$ cat src/core/fspc_regs.vh
// constants for the flash sector protection control block
`ifndef FSPC_REGS_VH
`define FSPC_REGS_VH
`define FSPC_SECTOR_BYTES 17'h01000
`define FSPC_SEC0_BASE 16'hf000
`define FSPC_SEC1_BASE 16'he000
`define FSPC_MODE_TOOL 2'h0
`define FSPC_MODE_ICP 2'h1
`define FSPC_MODE_IAP 2'h2
`define FSPC_MODE_RUN 2'h3
`define FSPC_KEY1 8'h56
`define FSPC_KEY2 8'hae
`define FSPC_OP_TIME_NS 32'h00002710
`define FSPC_OP_CYCLES (`FSPC_OP_TIME_NS / 100)
`endif

$ cat src/core/fspc_sector_map.v
// address to sector decode for the flash array
`timescale 1ns/1ns
module fspc_sector_map #(
  parameter FLASH_KB = 32
) (
  // address in
  input wire [15:0] addr,
  // decode out
  output reg [1:0] sector,
  output reg in_flash
);
`include "fspc_regs.vh"
  localparam integer BASE_INT = 65536 - FLASH_KB * 1024;
  localparam [16:0] FLASH_BASE = BASE_INT[16:0];
  always @* begin
    in_flash = ({1'b0, addr} >= FLASH_BASE);
    if (addr >= `FSPC_SEC0_BASE) begin
      sector = 2'h0;
    end else if (addr >= `FSPC_SEC1_BASE) begin
      sector = (FLASH_KB > 4) ? 2'h1 : 2'h3;
    end else begin
      sector = (FLASH_KB > 8) ? 2'h2 : 2'h3;
    end
    if (sector == 2'h3) begin
      in_flash = 1'b0;
    end
  end
endmodule // fspc_sector_map

$ cat src/core/fspc_ctrl.v
// flash sector protection and access control
`timescale 1ns/1ns
`include "fspc_regs.vh"
module fspc_ctrl #(
  parameter FLASH_KB = 32,
  parameter OP_CYCLES = `FSPC_OP_CYCLES
) (
  // clock and reset
  input wire clock,
  input wire arst_n,
  input wire clk_en,
  // pins
  input wire vpp_present,
  input wire [1:0] prog_mode,
  // unlock key writes
  input wire key_wr,
  input wire [7:0] key_data,
  // operation request
  input wire req_valid,
  input wire [2:0] req_op,
  input wire [15:0] req_addr,
  input wire [7:0] req_data,
  input wire [7:0] opt_wdata,
  // external read request
  input wire ext_rd,
  // array interface
  output reg arr_prog,
  output reg arr_erase_sector,
  output reg arr_erase_all,
  output reg [1:0] arr_sector,
  output reg [15:0] arr_addr,
  output reg [7:0] arr_data,
  output reg opt_wr,
  output reg [7:0] opt_value,
  // status
  output reg busy,
  output reg unlocked,
  output reg readout_protect,
  output reg req_refused,
  output reg ext_rd_allow
);
  // op codes
  localparam [2:0] OP_PROG = 3'h1;
  localparam [2:0] OP_ERASE_SECTOR = 3'h2;
  localparam [2:0] OP_ERASE_ALL = 3'h3;
  localparam [2:0] OP_OPTION = 3'h4;
  // states
  localparam [3:0] ST_IDLE = 4'h1;
  localparam [3:0] ST_OP = 4'h2;
  localparam [3:0] ST_WIPE = 4'h4;
  localparam [3:0] ST_OPT = 4'h8;
  ////////////////////////////////////////////////////////////////
  // pin synchronisers
  reg [1:0] vpp_sync;
  reg [1:0] mode_sync0;
  reg [1:0] mode_sync1;
  always @(posedge clock or negedge arst_n) begin
    if (!arst_n) begin
      vpp_sync <= 2'h0;
      mode_sync0 <= 2'h3;
      mode_sync1 <= 2'h3;
    end else if (clk_en) begin
      vpp_sync <= {vpp_sync[0], vpp_present};
      mode_sync0 <= prog_mode;
      mode_sync1 <= mode_sync0;
    end
  end
  wire vpp_ok = vpp_sync[1];
  wire [1:0] mode = mode_sync1;
  ////////////////////////////////////////////////////////////////
  // sector decode
  wire [1:0] req_sector;
  wire req_in_flash;
  fspc_sector_map #(
    .FLASH_KB(FLASH_KB)
  ) u_map (
    .addr(req_addr),
    .sector(req_sector),
    .in_flash(req_in_flash)
  );
  function allowed;
    input [1:0] m;
    input [2:0] op;
    input [1:0] sec;
    input in_fl;
    begin
      case (m)
        `FSPC_MODE_TOOL, `FSPC_MODE_ICP: allowed = (op == OP_ERASE_ALL) || (op == OP_OPTION) || in_fl;
        `FSPC_MODE_IAP: allowed = (op != OP_OPTION) && (op != OP_ERASE_ALL) && in_fl && (sec != 2'h0);
        default: allowed = 1'b0;
      endcase
    end
  endfunction
  ////////////////////////////////////////////////////////////////
  // control
  reg [3:0] state;
  reg [1:0] key_stage;
  reg [31:0] cnt;
  reg [7:0] pend_opt;
  wire ok = allowed(mode, req_op, req_sector, req_in_flash);
  wire opt_unprotect = (req_op == OP_OPTION) && readout_protect && !opt_wdata[0];
  // writes to flash refused under protection, option change still allowed
  wire guard = readout_protect && (req_op != OP_OPTION);
  wire go = req_valid && (state == ST_IDLE) && unlocked && vpp_ok && ok && !guard;
  always @(posedge clock or negedge arst_n) begin
    if (!arst_n) begin
      state <= ST_IDLE;
      key_stage <= 2'h0;
      unlocked <= 1'b0;
      cnt <= 32'h0;
      pend_opt <= 8'h0;
      readout_protect <= 1'b1;
      busy <= 1'b0;
      req_refused <= 1'b0;
      ext_rd_allow <= 1'b0;
      arr_prog <= 1'b0;
      arr_erase_sector <= 1'b0;
      arr_erase_all <= 1'b0;
      arr_sector <= 2'h0;
      arr_addr <= 16'h0;
      arr_data <= 8'h0;
      opt_wr <= 1'b0;
      opt_value <= 8'h0;
    end else if (clk_en) begin
      arr_prog <= 1'b0;
      arr_erase_sector <= 1'b0;
      arr_erase_all <= 1'b0;
      opt_wr <= 1'b0;
      req_refused <= req_valid && !go;
      ext_rd_allow <= ext_rd && !readout_protect;
      if (key_wr) begin
        if (key_stage == 2'h0 && key_data == `FSPC_KEY1) begin
          key_stage <= 2'h1;
        end else if (key_stage == 2'h1 && key_data == `FSPC_KEY2) begin
          key_stage <= 2'h2;
          unlocked <= 1'b1;
        end else begin
          key_stage <= 2'h0;
          unlocked <= 1'b0;
        end
      end
      case (state)
        ST_IDLE: begin
          if (go) begin
            busy <= 1'b1;
            cnt <= OP_CYCLES - 1;
            arr_addr <= req_addr;
            arr_data <= req_data;
            arr_sector <= req_sector;
            if (req_op == OP_OPTION) begin
              pend_opt <= opt_wdata;
              if (opt_unprotect) begin
                arr_erase_all <= 1'b1;
                state <= ST_WIPE;
              end else begin
                state <= ST_OPT;
              end
            end else begin
              arr_prog <= (req_op == OP_PROG);
              arr_erase_sector <= (req_op == OP_ERASE_SECTOR);
              arr_erase_all <= (req_op == OP_ERASE_ALL);
              state <= ST_OP;
            end
          end
        end
        ST_OP: begin
          if (cnt == 32'h0) begin
            busy <= 1'b0;
            state <= ST_IDLE;
          end else begin
            cnt <= cnt - 32'h1;
          end
        end
        ST_WIPE: begin
          if (cnt == 32'h0) begin
            cnt <= OP_CYCLES - 1;
            state <= ST_OPT;
          end else begin
            cnt <= cnt - 32'h1;
          end
        end
        ST_OPT: begin
          if (cnt == OP_CYCLES - 1) begin
            opt_wr <= 1'b1;
            opt_value <= pend_opt;
          end
          if (cnt == 32'h0) begin
            readout_protect <= pend_opt[0];
            busy <= 1'b0;
            state <= ST_IDLE;
          end else begin
            cnt <= cnt - 32'h1;
          end
        end
        default: begin
          state <= ST_IDLE;
          busy <= 1'b0;
        end
      endcase
    end
  end
endmodule // fspc_ctrl

$ cat config.mk
export PLATFORM = sky130hd
export DESIGN_NAME = fspc_ctrl
export DESIGN_NICKNAME = d
export VERILOG_FILES = /design/src/core/fspc_sector_map.v /design/src/core/fspc_ctrl.v
export VERILOG_INCLUDE_DIRS = /design/src /design/src/core
export SDC_FILE = /design/constraint.sdc
export NUM_CORES = 1
export LEC_CHECK = 0
export ABC_AREA = 0
export BUFFER_PORTS_ARGS = -buffer_cell sky130_fd_sc_hd__buf_2
export CORE_UTILIZATION = 49
export CTS_CLUSTER_SIZE = 30
export DETAILED_ROUTE_END_ITERATION = 10
export GPL_ROUTABILITY_DRIVEN = 0
export PLACE_DENSITY = 0.76
export SLEW_MARGIN = 20
export SYNTH_ARGS = -nofsm -noshare
export SYNTH_HDL_FRONTEND = slang
export SYNTH_SLANG_ARGS = --single-unit
$ cat constraint.sdc
create_clock -name clock -period 2.6 [get_ports clock]
set_clock_uncertainty 0.05 [all_clocks]
set_input_delay 0.78 -clock clock [delete_from_list [all_inputs] [get_ports clock]]
set_output_delay 0.78 -clock clock [all_outputs]
set_load 0.1 [all_outputs]
# == After elaboration in Yosys (flattened, before gate mapping) ==
# Index checks and enable logic that the tools add are counted.
# word_totals
register_bits,95
input_bits,52
elab_cells,116
# op_classes
add_sub_neg,1
n_lt_le_gt_ge,3
eq_ne,21
muxes,32
bitwise,2
n_reduce_logical,37
# op_table
op,n
$mux 32,3
$pmux 32 s3,1
$ge 16x16->1 const B,3
$eq 32x7->1 const B,1
$logic_not 32->1,1
$sub 32x1->32 const B,1
$mux 4,5
$mux 1,16
$reduce_and 4->1,4
$logic_and 1x1->1,15
$pmux 4 s3,1
$reduce_and 3->1,4
$eq 8x7->1 const B,1
$eq 8x8->1 const B,1
$mux 2,4
$eq 3x2->1 const B,2
$ne 2x2->1 const B,3
$eq 2x1->1 const B,2
$eq 2x2->1 const B,2
$eq 4x1->1 const B,1
$eq 4x2->1 const B,1
$eq 4x3->1 const B,1
$eq 4x4->1 const B,1
$logic_not 1->1,4
other kinds (14),18

# == Depth between registers and ports, before layout ==
# depth
ltp_word,12
ltp_mapped,9
ltp_nobuf,8

# == Cells and area by module ==
# From an unflattened synthesis, not the netlist that was laid out.
# hier_totals
cells_unflattened,397
hier_area_um2,4534.3
# modules_own_cells
mod,instances,cells_each,area_per_inst_um2,seq_area_each_um2
fspc_ctrl,1,394,4515.6,2384.8
fspc_sector_map,1,3,18.8,0.0

# == Worst setup path after synthesis ==
# Ideal clock, no wire load.
# synth_path
path_type,reg2reg
startpoint,reg cnt[0]
endpoint,reg state[1]
setup_time_ns,0.125
arrival_ns,2.662
t_required_ns,2.425
path_slack_ns,-0.237
stages_incl_launch_ff,9
period_less_slack_ns,2.837
path_cell_list,dfrtp_1 -> inv_1 -> ha_1 -> or4b_1 -> or4b_4 -> buf_6 -> or2_2 -> a21oi_1 -> mux2_2
# synth_via
elab_chain_len,3
# synth_lines
element,line,source
from (decl),fspc_ctrl.v:98,reg [31:0] cnt;
from (signal assigned),fspc_ctrl.v:146,cnt <= OP_CYCLES - 1;
from (signal assigned),fspc_ctrl.v:171,cnt <= cnt - 32'h1;
from (signal assigned),fspc_ctrl.v:176,cnt <= OP_CYCLES - 1;
$logic_not 32->1 *,"fspc_ctrl.v:167, fspc_ctrl.v:175, fspc_ctrl.v:187",
$ne 2x2->1 (no source line) or $ne 2x1->1 (tied branches),-,
$reduce_and 4->1 (no source line) *,-,
to (signal assigned),fspc_ctrl.v:169,state <= ST_IDLE;
to (signal assigned),fspc_ctrl.v:177,state <= ST_OPT;
to (signal assigned),fspc_ctrl.v:190,state <= ST_IDLE;
to (decl),fspc_ctrl.v:96,reg [3:0] state;
# Mark *: on every way between the ends. The rest lies on a longest branch, timed or not.
# A chain may end at the register's enable or synchronous reset.

# == Final worst setup path ==
# layout_path
startpoint,reg cnt[1]
endpoint,reg cnt[26]
# layout_via
elab_chain_len,3
# layout_lines
element,line
$sub 32x1->32 or $logic_not 32->1 (tied branches),-
$mux 32 (tied with other cells),"fspc_ctrl.v:167, fspc_ctrl.v:187"
$pmux 32 s3 or $reduce_and 4->1 (tied branches),-
# Parallel ways exist; a longest one is shown, timed or not. The select of a mux whose other input is x is not followed.

==> flow_summary.yaml <==
status:
  status: "finished, violations left"
  violations: "negative setup slack"
drt:
  route.met3.wl_um: 582
  num_vias: 3801
  met2WireLength_mm: 5.464
  drtIter0Drc: 204
  wl_met1_mm: 4.768
  drcViolationCount: 0
  ant_nets: 0
  top_layer: "met4"
  avgRoutedWirePerCell_um: 16.61
  wl_mm: 11.03
  dr.pass1.iters: 4
  routed_via_density: 5.724
floorplan:
  die_h_um: 97.43
  coreArea_sq_um: 8763
  fp.dieW_um: 97.43
  initial_utilization_pct: 50.91
  ioPinCount: 95
  rows: 34
  dieArea_sq_um: 9492
critical_path:
  crit_arrival_ns: 2.88
  worstPathCellList: "inv_1, ha_2, or4b_4, or4b_4, or3_4, a21oi_4, buf_12, buf_8, nor2_1"
  crit_buf_inv: 3
  cp_top_family: "simple AND/OR/NAND/NOR gates"
  cp.required_ns: 2.81
  worstSetupEndpointType: "flop"
  crit_slowest_cell: "or4b_4"
  cp-start-kind: "flop"
  critPathKind: "flop to flop"
  slowest_delay_ns: 0.57
  critPathMostFrequentCell: "or4b_4"
  crit_fanout: 6
synthesis:
  syn_inst: 384
  yosysSeqAreaShare_pct: 53.45
  synthAdderAreaFrac_pct: 0.5609
  syn_nets: 438
  syn-cell-area_sq_um: 4462
  async_reset_ff_share_pct: 100.0
  syn_avg_cell_area_sq_um: 11.62
  yosys_register_bits: 95
  synth_ff_type: "dfrtp_1"
  yosys_warnings: 0
  synth_cell_types: 54
  synth_compound_area_share_pct: 9.002
  synth-simple-area-share_pct: 18.34
  synth_xor_area_share_pct: 3.337
  synth_top_family_by_area: "simple AND/OR/NAND/NOR gates"
  synth_edf_count: 0
  muxShareOfSynthArea_pct: 13.12
timing:
  hold_violations: 0
  worst_pin_slew_ns: 0.5352
  rsz0062_at_grt: "yes"
  relSlewSlack_pct: 63.82
  timing.final.crit_share_pct: 102.7
  max_freq_ghz: 0.3745
  worst_slack_ns: -0.07001
  slew_violations: 0
  fin_crit_ns: 2.670
  setup_viol: 22
layout:
  drive_above_1_share_pct: 51.80
  areaGrowthSynthToFinish_pct: 36.40
  n_antenna_cell: 0
  postLayoutCellArea_sq_um: 6086
  nFillCells: 650
  final_nets: 605
clock_network:
  ctsHtreeMaxLevel: 3
  clk_latency_ns: 0.36
  cts_root_buf: "clkbuf_8"
  tritoncts: "yes"
  clockBufferDepth: 2
  path_clk_slew_ns: 0.10
  holdBufCountCts: 0
  cts_sinks: 95
  cts_inserted_buffers: 9
placed_design:
  place.detailed.hpwl_mm: 7.662
  placed_area_sq_um: 5615
  numPortBuffers: 94
  post-place-ws_ns: -0.2691
pwr:
  leakagePower_nw: 3.046
  power_density_nw_per_um2: 827.1
  ir_drop_mv: 0.3731
grt:
  grt_usage_pct: 24.04
  antenna_found_initial: 0
  grt_overflow: 0
  grt_pass1_wl_mm: 18.29
  grt_start_max_net_pins: 42
  first_global_vias: 3818
run:
  cap_violations: 0
hold_path:
  min-delay-path-class: "primary input to async pin"
## metal layers
layer  up-vias  track usage, %
li1       1751               -
met1      1894           31.29
met2       133           39.75
met3        23           4.245
met4         0           9.955
met5         -               0
## metrics by stage
step | TNS, ns | power, mW | utilization, % | cells | hold slack (ns)
final | -0.9910 | 5.033 | 69.45 | 664 | 0.3345
after global routing | -3.240 | 5.270 | 69.45 | 664 | 0.3573
after detailed placement | -6.818 | 3.622 | 64.08 | 638 | 0.4136
after floorplan | -2.568 | 2.945 | - | 384 | 0.3977
after CTS | -1.219 | 4.812 | 67.75 | 659 | 0.3352
after global placement | -2.020 | 3.565 | 64.08 | 638 | 0.4112
## layout by cell type, fill, tap and decap left out, types with 3 or more instances in the layout
master and instances:
nand3_1 7, xor2_1 5, mux2_4 11, xnor2_1 11, nor3_2 3, dfstp_2 6
dfrtp_1 89, nand2_1 17, buf_6 8, o21ai_0 10, nand4_1 4, or3_1 6
or4b_4 3, a21o_1 4, nor2_1 23, o21ai_1 3, o2bb2ai_1 5, mux2_2 41
nand4b_1 3, buf_2 93, buf_4 64, a21oi_1 4, clkbuf_8 10, nor3_1 11
nor4_1 10, nor2_2 10, nand3b_1 6, a22o_1 7, a21oi_4 3, inv_1 5
nor2b_1 3, or4_1 8, a21oi_2 3, o31ai_1 5, buf_12 4, or4_4 5
## Yosys cell counts (4+ instances only)
master     number  area [sq um]
nor2_1         33         123.9
o2bb2ai_1       5         43.79
o31ai_1         5         37.54
dfstp_2         6         157.7
a21oi_1         9         45.04
nand3_1         8         40.04
xnor2_1        12         105.1
xor2_1          5         43.79
clkbuf_1        7         26.28
or3_1           7         43.79
nor4_1         11         68.82
a22o_1          7         61.31
nand3b_1        6         45.04
o21ai_0        13         65.06
or4_1          13         97.59
nand4_1         4         25.02
a21o_1          4         30.03
inv_1           5         18.77
nand2_1        19         71.32
mux2_2         52         585.6
dfrtp_1        89          2227
nor3_1         14         70.07
## kinds of logic after synthesis
group                      after synthesis
AOI/OAI and AO/OA                       56
xor gates and xnor gates                17
adders and majority gates                2
buffers and inverters                   20
DFF                                     95
muxes                                   52
and+or+nand+nor                        142
## report_power, final
| part | switching [mW] | internal, mW |
|---|---|---|
| logic | 1.26 | 0.979 |
| clock network | 0.554 | 0.487 |
| registers | 0.120 | 1.63 |
| total | 1.94 | 3.10 |
## area by class of cell
cell class / count / area, sq um / area share, %
clock buffers: 10 / 137.6 / 2.262
clock inverters: 6 / 73.82 / 1.213
inverters: 5 / 18.77 / 0.3084
multi-input cells: 270 / 2205 / 36.23
flip-flops and latches: 95 / 2385 / 39.19
well taps: 108 / 135.1 / 2.220
repair buffers: 170 / 1131 / 18.59
## worst paths after layout
| path | start | to | slack (ns) | cells past startpoint |
|---|---|---|---|---|
| worst min-delay path | arst_n | arr_sector[0]$_DFFE_PN0P_ | 0.33 | 1 |
| min in group clock | arr_sector[0]$_DFFE_PN0P_ | arr_sector[0]$_DFFE_PN0P_ | 0.43 | 2 |
| worst min register to register | arr_sector[0]$_DFFE_PN0P_ | arr_sector[0]$_DFFE_PN0P_ | 0.43 | 2 |
| worst max-delay path | cnt[1]$_DFFE_PN0P_ | cnt[26]$_DFFE_PN0P_ | -0.07 | 9 |
| worst max register to register | cnt[1]$_DFFE_PN0P_ | cnt[26]$_DFFE_PN0P_ | -0.07 | 9 |
| max in group asynchronous | arst_n | cnt[15]$_DFFE_PN0P_ | 1.50 | 2 |
## sequential cells by signal (all words and copies together) (netlist names)
register and flops:
vpp_sync 2, state 4, cnt 32, readout_protect 1, opt_value 8, arr_erase_all 1, req_refused 1, mode_sync0 2
busy 1, arr_addr 16, mode 2, opt_wr 1, pend_opt 8, arr_prog 1, ext_rd_allow 1, arr_data 8
key_stage 2, arr_sector 2, arr_erase_sector 1, unlocked 1
## timing repair
action,4_1_cts,5_1_grt
setup buffers,3,5
gates cloned,3,0
endpoints found under the setup margin,33,37
resized for setup,23,30
pin swaps,14,7
Note: power is estimated with default switching activity, not from simulation.
